File: config.mk
export PLATFORM = sky130hd
export DESIGN_NAME = thread_payload_builder
export DESIGN_NICKNAME = d
export VERILOG_FILES = /design/src/logic/thread_payload_pkg.sv /design/src/logic/skid_buffer.sv /design/src/logic/thread_payload_builder.sv
export SDC_FILE = /design/constraint.sdc
export NUM_CORES = 1
export LEC_CHECK = 0
export ABC_CLOCK_PERIOD_IN_PS = 12590
export BUFFER_PORTS_ARGS = -buffer_cell sky130_fd_sc_hd__buf_4
export CORE_MARGIN = 10
export CORE_UTILIZATION = 36
export CTS_CLUSTER_SIZE = 16
export DETAILED_ROUTE_END_ITERATION = 12
export HOLD_SLACK_MARGIN = 0.08
export PLACE_DENSITY = 0.62
export SKIP_LAST_GASP = 1
export SYNTH_ARGS = -nofsm -noshare
export SYNTH_HDL_FRONTEND = slang
export SYNTH_SLANG_ARGS = --single-unit
File: constraint.sdc
create_clock -name aclk -period 12.59 [get_ports aclk]
set_clock_uncertainty 0.05 [all_clocks]
set_input_delay 1.259 -clock aclk [delete_from_list [all_inputs] [get_ports aclk]]
set_output_delay 1.259 -clock aclk [all_outputs]
set_load 0.02 [all_outputs]
File: src/logic/thread_payload_pkg.sv
// Package for the geometry stage payload builder: register map, field layout, codes.
// Assumes a 32-bit AXI4-Lite register bus and a 125 MHz aclk.
package thread_payload_pkg;

  // Register byte offsets
  localparam logic [7:0] CTRL_OFS        = 8'h00;
  localparam logic [7:0] BIND_PTR_OFS    = 8'h04;
  localparam logic [7:0] SAMPLER_OFS     = 8'h08;
  localparam logic [7:0] SCRATCH_OFS     = 8'h0c;
  localparam logic [7:0] HANDLE_BASE_OFS = 8'h10;
  localparam logic [7:0] DEBUG_TID_OFS   = 8'h14;
  localparam logic [7:0] STATUS_OFS      = 8'h18;

  // Reset values
  localparam logic [31:0] CTRL_RST        = 32'h0000_0000;
  localparam logic [31:0] BIND_PTR_RST    = 32'h0000_0000;
  localparam logic [31:0] SAMPLER_RST     = 32'h0000_0000;
  localparam logic [31:0] SCRATCH_RST     = 32'h0000_0000;
  localparam logic [31:0] HANDLE_BASE_RST = 32'h0000_0000;
  localparam logic [31:0] DEBUG_TID_RST   = 32'h0000_0000;

  // Control bits
  localparam int CTRL_ENABLE_BIT = 0;
  localparam int CTRL_DEBUG_BIT  = 1;

  // Field layout
  localparam int SNAPSHOT_BIT  = 31;
  localparam int TID_W         = 24;
  localparam int PTR1K_LSB     = 10;
  localparam int PTR32_LSB     = 5;
  localparam int SCR_SIZE_W    = 4;
  localparam int TOPO_W        = 5;
  localparam int HANDLE_W      = 9;
  localparam logic [3:0] SCR_SIZE_MAX = 4'hb;
  localparam int SCR_SIZE_BIAS = 10;

  // Topology codes
  localparam logic [4:0] TOPO_POINTLIST    = 5'h01;
  localparam logic [4:0] TOPO_LINELIST     = 5'h02;
  localparam logic [4:0] TOPO_LINESTRIP    = 5'h03;
  localparam logic [4:0] TOPO_TRILIST      = 5'h04;
  localparam logic [4:0] TOPO_TRISTRIP     = 5'h05;
  localparam logic [4:0] TOPO_TRISTRIP_REV = 5'h06;

  localparam int BUF_DEPTH = 2;

  typedef struct packed {
    logic       first;
    logic       last;
    logic [4:0] topo;
  } vertex_s;

  // Dwords of R0, highest first
  typedef struct packed {
    logic [31:0] dw7;
    logic [31:0] dw6;
    logic [31:0] dw5;
    logic [31:0] dw4;
    logic [31:0] dw3;
    logic [31:0] dw2;
    logic [31:0] dw1;
    logic [31:0] dw0;
  } payload_s;

endpackage

File: src/logic/skid_buffer.sv
// Two-entry valid/ready buffer between payload builder and thread dispatch.
// Assumes both sides run on aclk.
module skid_buffer
  import thread_payload_pkg::*;
#(
  parameter int WIDTH = 256,
  parameter int DEPTH = BUF_DEPTH
) (
  input  wire logic             aclk,
  input  wire logic             aresetn,
  input  wire logic             in_valid,
  output      logic             in_ready,
  input  wire logic [WIDTH-1:0] in_data,
  output      logic             out_valid,
  input  wire logic             out_ready,
  output      logic [WIDTH-1:0] out_data
);
  localparam int AW = $clog2(DEPTH);

  logic [WIDTH-1:0] mem_q [DEPTH];
  logic [AW-1:0]    wr_q;
  logic [AW-1:0]    rd_q;
  logic [AW:0]      cnt_q;
  logic             push;
  logic             pop;

  assign in_ready  = (cnt_q != (AW+1)'(DEPTH));
  assign out_valid = (cnt_q != '0);
  assign out_data  = mem_q[rd_q];
  assign push      = in_valid && in_ready;
  assign pop       = out_valid && out_ready;

  always_ff @(posedge aclk) begin
    if (push) begin
      mem_q[wr_q] <= in_data;
    end
  end

  always_ff @(posedge aclk) begin
    if (!aresetn) begin
      wr_q  <= '0;
      rd_q  <= '0;
      cnt_q <= '0;
    end else begin
      if (push) begin
        wr_q <= (wr_q == AW'(DEPTH-1)) ? '0 : wr_q + 1'b1;
      end
      if (pop) begin
        rd_q <= (rd_q == AW'(DEPTH-1)) ? '0 : rd_q + 1'b1;
      end
      cnt_q <= cnt_q + (AW+1)'(push) - (AW+1)'(pop);
    end
  end
endmodule

File: src/logic/thread_payload_builder.sv
// Geometry stage front end: object staging buffer and thread payload (R0) builder.
// Assumes an AXI4-Lite master on aclk and a dispatcher that drains thread_valid/ready.
//
// The address map and the AXI4-Lite slave port are this design's own decisions.
module thread_payload_builder
  import thread_payload_pkg::*;
(
  input  wire logic        aclk,
  input  wire logic        aresetn,
  input  wire logic [7:0]  s_axi_awaddr,
  input  wire logic        s_axi_awvalid,
  output      logic        s_axi_awready,
  input  wire logic [31:0] s_axi_wdata,
  input  wire logic [3:0]  s_axi_wstrb,
  input  wire logic        s_axi_wvalid,
  output      logic        s_axi_wready,
  output      logic [1:0]  s_axi_bresp,
  output      logic        s_axi_bvalid,
  input  wire logic        s_axi_bready,
  input  wire logic [7:0]  s_axi_araddr,
  input  wire logic        s_axi_arvalid,
  output      logic        s_axi_arready,
  output      logic [31:0] s_axi_rdata,
  output      logic [1:0]  s_axi_rresp,
  output      logic        s_axi_rvalid,
  input  wire logic        s_axi_rready,
  input  wire logic        vtx_valid,
  output      logic        vtx_ready,
  input  wire vertex_s     vtx,
  output      logic        thread_valid,
  input  wire logic        thread_ready,
  output      payload_s    thread_payload
);
  localparam logic [1:0] RESP_OKAY   = 2'b00;
  localparam logic [1:0] RESP_SLVERR = 2'b10;

  // Register bus
  logic        aw_have_q;
  logic        w_have_q;
  logic [7:0]  aw_addr_q;
  logic [31:0] w_data_q;
  logic [3:0]  w_strb_q;
  logic        wr_fire;
  logic        wr_hit;
  logic [31:0] ctrl_q;
  logic [31:0] bind_q;
  logic [31:0] sampler_q;
  logic [31:0] scratch_q;
  logic [31:0] handle_base_q;
  logic [31:0] debug_tid_q;
  logic [31:0] rd_val;
  logic        rd_hit;

  function automatic logic [31:0] merge(input logic [31:0] old, input logic [31:0] nw, input logic [3:0] st);
    logic [31:0] r;
    r = old;
    for (int i = 0; i < 4; i++) begin
      if (st[i]) begin
        r[i*8 +: 8] = nw[i*8 +: 8];
      end
    end
    return r;
  endfunction

  assign s_axi_awready = !aw_have_q && !s_axi_bvalid;
  assign s_axi_wready  = !w_have_q && !s_axi_bvalid;
  assign wr_fire       = aw_have_q && w_have_q && !s_axi_bvalid;
  assign wr_hit        = aw_addr_q[1:0] == 2'b00 && aw_addr_q <= DEBUG_TID_OFS;

  always_ff @(posedge aclk) begin
    if (!aresetn) begin
      aw_have_q    <= 1'b0;
      w_have_q     <= 1'b0;
      aw_addr_q    <= '0;
      w_data_q     <= '0;
      w_strb_q     <= '0;
      s_axi_bvalid <= 1'b0;
      s_axi_bresp  <= RESP_OKAY;
    end else begin
      if (s_axi_awvalid && s_axi_awready) begin
        aw_have_q <= 1'b1;
        aw_addr_q <= s_axi_awaddr;
      end
      if (s_axi_wvalid && s_axi_wready) begin
        w_have_q <= 1'b1;
        w_data_q <= s_axi_wdata;
        w_strb_q <= s_axi_wstrb;
      end
      if (wr_fire) begin
        aw_have_q    <= 1'b0;
        w_have_q     <= 1'b0;
        s_axi_bvalid <= 1'b1;
        s_axi_bresp  <= wr_hit ? RESP_OKAY : RESP_SLVERR;
      end else if (s_axi_bready) begin
        s_axi_bvalid <= 1'b0;
      end
    end
  end

  always_ff @(posedge aclk) begin
    if (!aresetn) begin
      ctrl_q        <= CTRL_RST;
      bind_q        <= BIND_PTR_RST;
      sampler_q     <= SAMPLER_RST;
      scratch_q     <= SCRATCH_RST;
      handle_base_q <= HANDLE_BASE_RST;
      debug_tid_q   <= DEBUG_TID_RST;
    end else if (wr_fire && wr_hit) begin
      case (aw_addr_q)
        CTRL_OFS:        ctrl_q <= merge(ctrl_q, w_data_q, w_strb_q);
        BIND_PTR_OFS:    bind_q <= merge(bind_q, w_data_q, w_strb_q);
        SAMPLER_OFS:     sampler_q <= merge(sampler_q, w_data_q, w_strb_q);
        SCRATCH_OFS:     scratch_q <= merge(scratch_q, w_data_q, w_strb_q);
        HANDLE_BASE_OFS: handle_base_q <= merge(handle_base_q, w_data_q, w_strb_q);
        DEBUG_TID_OFS:   debug_tid_q <= merge(debug_tid_q, w_data_q, w_strb_q);
        default: ;
      endcase
    end
  end

  logic [TID_W-1:0] tid_q;

  always_comb begin
    rd_val = '0;
    rd_hit = 1'b1;
    case (s_axi_araddr)
      CTRL_OFS:        rd_val = ctrl_q;
      BIND_PTR_OFS:    rd_val = bind_q;
      SAMPLER_OFS:     rd_val = sampler_q;
      SCRATCH_OFS:     rd_val = scratch_q;
      HANDLE_BASE_OFS: rd_val = handle_base_q;
      DEBUG_TID_OFS:   rd_val = debug_tid_q;
      STATUS_OFS:      rd_val = {8'h00, tid_q};
      default:         rd_hit = 1'b0;
    endcase
  end

  assign s_axi_arready = !s_axi_rvalid;

  always_ff @(posedge aclk) begin
    if (!aresetn) begin
      s_axi_rvalid <= 1'b0;
      s_axi_rdata  <= '0;
      s_axi_rresp  <= RESP_OKAY;
    end else if (s_axi_arvalid && s_axi_arready) begin
      s_axi_rvalid <= 1'b1;
      s_axi_rdata  <= rd_val;
      s_axi_rresp  <= rd_hit ? RESP_OKAY : RESP_SLVERR;
    end else if (s_axi_rready) begin
      s_axi_rvalid <= 1'b0;
    end
  end

  // Object staging
  logic [1:0]       seen_q;
  logic             parity_q;
  logic             tag_q;
  logic [HANDLE_W-1:0] handle_q;
  logic [1:0]       need;
  logic             strip;
  logic             obj_done;
  logic             spawn;
  logic             buf_ready;
  logic [1:0]       seen_now;
  logic [4:0]       obj_code;
  logic [3:0]       scr_size;
  logic             snap;
  payload_s         build;

  always_comb begin
    need  = 2'd1;
    strip = 1'b0;
    case (vtx.topo)
      TOPO_LINELIST:     need = 2'd2;
      TOPO_LINESTRIP:    begin need = 2'd2; strip = 1'b1; end
      TOPO_TRILIST:      need = 2'd3;
      TOPO_TRISTRIP:     begin need = 2'd3; strip = 1'b1; end
      TOPO_TRISTRIP_REV: begin need = 2'd3; strip = 1'b1; end
      default:           need = 2'd1;
    endcase
  end

  // A stall downstream holds the vertex stream, so no object is dropped
  assign vtx_ready = buf_ready;
  assign seen_now  = vtx.first ? 2'd1 : ((seen_q == 2'd3) ? 2'd3 : seen_q + 2'd1);
  assign obj_done  = strip ? (seen_now >= need) : (seen_now == need);
  assign spawn     = vtx_valid && vtx_ready && obj_done && ctrl_q[CTRL_ENABLE_BIT];

  always_ff @(posedge aclk) begin
    if (!aresetn) begin
      seen_q   <= '0;
      parity_q <= 1'b0;
    end else if (vtx_valid && vtx_ready) begin
      seen_q <= (vtx.last || (!strip && obj_done)) ? 2'd0 : seen_now;
      if (vtx.first || vtx.last) begin
        parity_q <= vtx.last ? 1'b0 : (obj_done ? 1'b1 : 1'b0);
      end else if (obj_done) begin
        parity_q <= !parity_q;
      end
    end
  end

  always_comb begin
    obj_code = vtx.topo;
    if (parity_q && !vtx.first) begin
      if (vtx.topo == TOPO_TRISTRIP) begin
        obj_code = TOPO_TRISTRIP_REV;
      end else if (vtx.topo == TOPO_TRISTRIP_REV) begin
        obj_code = TOPO_TRISTRIP;
      end
    end
  end

  always_ff @(posedge aclk) begin
    if (!aresetn) begin
      tid_q <= '0;
      tag_q <= 1'b0;
    end else if (spawn) begin
      tid_q <= tid_q + 1'b1;
      tag_q <= !tag_q;
    end
  end

  // A base write in the same cycle as a spawn wins; id and tag still advance so ids stay unique
  always_ff @(posedge aclk) begin
    if (!aresetn) begin
      handle_q <= '0;
    end else if (wr_fire && wr_hit && aw_addr_q == HANDLE_BASE_OFS) begin
      handle_q <= HANDLE_W'(merge(handle_base_q, w_data_q, w_strb_q));
    end else if (spawn) begin
      handle_q <= handle_q + 1'b1;
    end
  end

  // Out-of-range sizes are clamped rather than wrapped so a thread never overruns its slot
  assign scr_size = (sampler_q[3:0] > SCR_SIZE_MAX) ? SCR_SIZE_MAX : sampler_q[3:0];
  assign snap     = ctrl_q[CTRL_DEBUG_BIT] && (tid_q == debug_tid_q[TID_W-1:0]);

  always_comb begin
    build     = '0;
    build.dw7 = {snap, 31'h0};
    build.dw6 = {8'h00, tid_q};
    // Two tags share the area; the odd tag sits one allowance above the base
    build.dw5 = {scratch_q[31:PTR1K_LSB] + (tag_q ? (22'h1 << scr_size) : 22'h0), 9'h000, tag_q};
    build.dw4 = {bind_q[31:PTR32_LSB], 5'h00};
    // Clamped size passed; nothing here depends on it beyond slot placement
    build.dw3 = {sampler_q[31:PTR32_LSB], 1'b0, scr_size};
    build.dw2 = {27'h0, obj_code};
    build.dw1 = 32'h0;
    build.dw0 = {23'h0, handle_q};
  end

  skid_buffer #(
    .WIDTH ($bits(payload_s)),
    .DEPTH (BUF_DEPTH)
  ) u_buf (
    .aclk      (aclk),
    .aresetn   (aresetn),
    .in_valid  (spawn),
    .in_ready  (buf_ready),
    .in_data   (build),
    .out_valid (thread_valid),
    .out_ready (thread_ready),
    .out_data  (thread_payload)
  );
endmodule

# Yosys cells after proc, flatten, opt, wreduce, memory -nomap -nowiden
# Memory sizes are Yosys's and may differ from the RTL's. A register that Yosys moved wholly into a read port is not among the register bits.
# Index checks and enable logic that the tools add are counted.
# word_totals
mem_bits_rw,240
out_inout_bits,299
wordCells,175
ff_bits,317
mem_count,1
in_bits,68
# mem_list
memory,words,word_bits,rd,rd_clocked_by_memory_dff,write_ports,line,text
u_buf.mem_q,2,120,1,1,1,skid_buffer.sv:20,logic [WIDTH-1:0] mem_q [DEPTH];
# op_classes
shift,1
eq_ne,20
addsub,8
n_reduce_logical,66
n_lt_le_gt_ge,3
bitwise,1
muxes,33
# op_table
cell,count
$pmux 32 s7,1
$reduce_and 3->1,23
$eq 8x5->1 const B,5
$eq 8x4->1 const B,4
$add 24x1->24 const B,1
$eq 24x24->1,1
$add 22x22->22,1
$mux 22,1
$shl 1x4->22 const A,1
$logic_and 1x1->1,18
$mux 1,18
$mux 9,2
$eq 8x3->1 const B,2
$logic_not 8->1,2
$eq 5x3->1 const B,3
$mux 5,3
$eq 5x2->1 const B,2
$mux 2,5
$reduce_bool 2->1,5
$add 9x1->9 const B,1
$le 8x5->1 const B,1
$logic_not 1->1,8
$mux 8,1
$reduce_or 7->1,1
17 further kinds,22

# Longest topological paths before layout
# depth
word_depth,10
depth_mapped,12
ltp_nobuf,11

# Hierarchy
# A second synthesis with hierarchy kept.
# unflattened
cells_unflattened,2688
hier_area_um2,34151.5
# by_module_without_submodules
mod,cells_each,area_per_inst_um2,seq_area_each_um2,n_inst
skid_buffer,825,18825.6,15474.8,1
thread_payload_builder,1863,15325.9,6226.0,1

# Worst setup path after synthesis
# No wires, ideal clock.
# synth_timing
kind,input -> register
startpoint,input port vtx[3] in the netlist's numbering
endpoint,"memory u_buf.mem_q[0][0] in the netlist's numbering, enable pin"
path_buffers,1
setup_slack_ns,4.422
arrival_time_ns,7.516
setup_ns,0.603
required_ns,11.937
path_stages,8
path_cell_list,nor2_1 o211ai_1 ha_1 nor2b_1 o2111a_1 o2bb2a_4 buf_6 nor2_1
# synth_between
elab_chain_len,10
elab_cells_between_ends,18
classes_between,order compare (1); eq/ne (6); mux (5); reduce/logical (6)
# synth_lines
element,line,text
"start, declared",thread_payload_builder.sv:29,"input wire vertex_s vtx,"
$eq 5x3->1 / $eq 5x2->1 (equally long branches),thread_payload_builder.sv:173,case (vtx.topo)
$reduce_or 3->1 (no line) / $reduce_or 2->1 (equally long branches),--,
$pmux 2 s2,thread_payload_builder.sv:173,
$ge 2x2->1 / $eq 2x2->1 (equally long branches),thread_payload_builder.sv:186,assign obj_done = strip ? (seen_now >= need) : (seen_now == need);
$mux 1 *,thread_payload_builder.sv:186,
$logic_and 1x1->1 * (2 in a row),thread_payload_builder.sv:187,assign spawn = vtx_valid && vtx_ready && obj_done && ctrl_q[CTRL_ENABLE_BIT];
$logic_and 1x1->1 *,skid_buffer.sv:30,assign push = in_valid && in_ready;
$mux 1 *,skid_buffer.sv:34,if (push) begin
$mux 1 (implied by the code) *,skid_buffer.sv:35,mem_q[wr_q] <= in_data;
"end, declared",skid_buffer.sv:20,
# Every way passes the cells marked *; elsewhere a longest branch is shown, timed or not.

# Worst setup path in the final report
# layout_timing
startpoint,input port vtx[3] in the netlist's numbering
endpoint,"memory u_buf.mem_q[1][36] in the netlist's numbering, enable pin"
# The elaborated chain is that of the path after synthesis.

==> results.cfg <==
[worst_setup_path]
timing.critical_path.from = vtx[3]
critPathMaxFanout = 63
flop2flop_setup_slack_ps = 8770
worst_setup_path_end_kind = flip-flop
reg2reg_depth = 9
path_class = input port to flip-flop
critical_path_required_ps = 12780
critical_path.startpoint_type = input port
crit-reg2reg-launch = seen_q[1]
worst_ep_arrival_time_ps = 4610
critical_path.reg2reg.endpoint = u_buf.mem_q[1][36]

[drt]
route.detailed.wl_per_inst_um = 22.29
drt_drc_violations_left = 0
detail-route-antenna-nets = 0
drt_pre_antenna_iters = 5
route.vias.total = 18410
drt_iter0_drc = 1597
routed_wirelength_um = 78500
vias_per_cell = 5.227

[flow_run]
timing.max_cap.violations = 0

[clocking]
cts_tree = done
clk_pin_slew_worst_paths_ps = 60
clock-sinks = 556
worstSkewPairLatency_ps = 610
cts-hold-fix-buffers = 0
cts_repair_resize_count = 0
postCtsSetupRepairBufs = 0
tritoncts.num_buffers = 56
clk_path_buf_depth = 3
cts_htree_levels = 2
clock_tree_root = sky130_fd_sc_hd__clkbuf_16

[power]
clock_power_share = 0.434
power_frac_comb = 0.103
swShare = 0.2462
max-vdd-ir-drop_uv = 93.51
static-leakage-power_nw = 10.61
pint_mw = 3.132
power_density_nw_per_um2 = 142.3
p_seq_frac = 0.463
p_sw_mw = 1.023
total_power_mw = 4.155

[die]
fp.dieArea_um2 = 81450
fp.coreArea_um2 = 69910
die_width_um = 285.4
rows = 97
start_util = 0.3627
io_pins = 367
fp.dieH_um = 285.4

[logic_synthesis]
yosysWarningCount = 0
synth-edff-count = 240
ys_seq_area_frac = 0.5337
synth.avg_cell_area_um2 = 10.69
synth_ff_type = sky130_fd_sc_hd__dfxtp_1
synth.distinct_cells = 76
synth.ff_latch_count = 556
syn_area_um2 = 25360
synthCells = 2372
asyncSetResetFlopFracSynth = 0

[timing]
worst-slew-pin-transition_ps = 1253
layout_worst_path_cycle_share = 0.3514
final_max_slew_viol_count = 0
fin_crit_ps = 4425
hold_viol = 0
final_setup_violation_count = 0
slew-limit-headroom = 0.1628
fin_worst_hold_slack_ps = 404.7
rsz_0062_raised_after_global_routing = false
tns_ps = 0
max_clock_freq_mhz = 226.0

[grt]
global_route_wire_length_before_repair_um = 115900
gr-max-usage-layer = met2
antenna_violations_before_repair = 3
gr-usage-all-layers = 0.1848
global_route.usage.met1 = 0.2364
first_global_vias = 18330
grt_overflow = 0
grt_start_max_net_pins = 84
met3_track_demand_over_resource = 0.03675
grt.met2_usage = 0.3079

[finish]
mostFrequentLayoutCell = sky130_fd_sc_hd__nand2_1
areaGrowthSynthToFinish_pct = 15.12
layout.filler_cells = 6747
final_design_utilization = 0.4176
layout-drive-gt1-share = 0.2014
layout.cells.most_common_list = sky130_fd_sc_hd__nand2_1 (345), sky130_fd_sc_hd__dfxtp_1 (315), sky130_fd_sc_hd__buf_4 (250)
antenna_cells_inserted = 0
final_nets = 2627

[placement]
buffers_on_ports = 228
place.gp.congestion = 0.8934
dp_hpwl_um = 55680

[worst_hold_path]
hp-start = ctrl_q[31]
worst_hold_path_endpoint = ctrl_q[31]
min_path_cells = 2
worstHoldPathType = flip-flop to flip-flop

[status]
outcome = finished clean
## power groups by stage
| stage | Combinational, mW | Clock (mW) | Sequential [mW] |
|---|---|---|---|
| global placement | 0.433 | 0 | 1.96 |
| finish | 0.430 | 1.80 | 1.92 |
| floorplan | 0.320 | 0 | 1.93 |
| detailed placement | 0.435 | 0 | 1.96 |
| CTS | 0.437 | 1.83 | 1.92 |
| global route | 0.462 | 1.90 | 1.93 |
## per-stage QoR
| stage | instance area [um2] | cells | setup slack (ps) |
|---|---|---|---|
| floorplan | 25880 | 2513 | 4422 |
| global placement | 27180 | 3418 | 7555 |
| detailed placement | 27180 | 3418 | 7454 |
| CTS | 29190 | 3522 | 8122 |
| global route | 29190 | 3522 | 7883 |
| finish | 29190 | 3522 | 8165 |
## synth_stat cells (all sizes together), types with 9 or more instances
cell / instances / share of area
buf: 200 / 0.058
a21oi: 29 / 0.0057
o21ai: 43 / 0.0085
inv: 15 / 0.0022
nor2b: 11 / 0.0027
clkbuf: 86 / 0.013
a21boi: 236 / 0.070
a22oi: 42 / 0.012
xnor2: 37 / 0.013
a21o: 9 / 0.0027
nand4: 19 / 0.0047
nor2: 75 / 0.011
a22o: 29 / 0.010
ha: 22 / 0.011
dfxtp: 316 / 0.25
xor2: 37 / 0.013
edfxtp: 240 / 0.28
and3: 10 / 0.0025
and2: 42 / 0.010
nor3: 23 / 0.0057
o22ai: 10 / 0.0025
mux2i: 29 / 0.011
a221oi: 15 / 0.0052
nand2b: 16 / 0.0039
mux2: 140 / 0.062
nand3: 208 / 0.041
nand2: 353 / 0.054
## worst max-delay path, stage by stage
cell and delay, ps:
sky130_fd_sc_hd__buf_4 130, sky130_fd_sc_hd__nor2_1 180, sky130_fd_sc_hd__o211ai_1 130, sky130_fd_sc_hd__ha_1 340
sky130_fd_sc_hd__nor2b_1 190, sky130_fd_sc_hd__o2111a_1 210, sky130_fd_sc_hd__o2bb2a_4 240, sky130_fd_sc_hd__clkinv_2 270
sky130_fd_sc_hd__and2_4 760, sky130_fd_sc_hd__buf_4 800
## per-layer routing
metal / routed length (um) / vias to the layer above
li1: - / 8536
met1: 33150 / 8998
met2: 37570 / 743
met3: 5213 / 128
met4: 2525 / 6
met5: 34 / -
## how the worst max path moves through the flow
stage                    endpoint  slack (ps)  depth (start not counted)
2_1_floorplan   u_buf.mem_q[0][0]        4420                          8
3_3_place_gp   u_buf.mem_q[1][62]        7560                         10
3_5_place_dp   u_buf.mem_q[1][35]        7450                         10
4_1_cts        u_buf.mem_q[1][36]        8120                         10
5_1_grt        u_buf.mem_q[1][36]        7880                         10
6_report       u_buf.mem_q[1][36]        8170                         10
## final cells by class
class                           instances  area [um2]  share of cell area
Sequential cell                       556       13540              0.4637
Multi-Input combinational cell       1655       10520              0.3603
Tap cell                              940        1176             0.04029
Inverter                               16       61.31            0.002100
Clock inverter                         25       326.6             0.01119
Timing Repair Buffer                  251        1888             0.06468
Clock buffer                           79        1685             0.05774
## state kept, by name, summed over array words and instances, names as in the netlist, 2 cells and up, named ones only
signal and flops:
u_buf.mem_q 240, bind_q 32, ctrl_q 32, debug_tid_q 32, handle_base_q 32, s_axi_rdata 32, sampler_q 32, scratch_q 32
w_data_q 32, tid_q 24, handle_q 9, aw_addr_q 8, w_strb_q 4, seen_q 2, u_buf.cnt_q 2
## cell families after synthesis
kind of cell,after synthesis,share of synthesized area
simple gates,787,0.1449
flops,556,0.5337
compound gates,456,0.1337
buf+inv,302,0.07318
mux,173,0.07718
xor+xnor,74,0.02556
fa+ha+maj,23,0.01165
other cells,1,0.0001479
(Power assumes the default switching activity.)
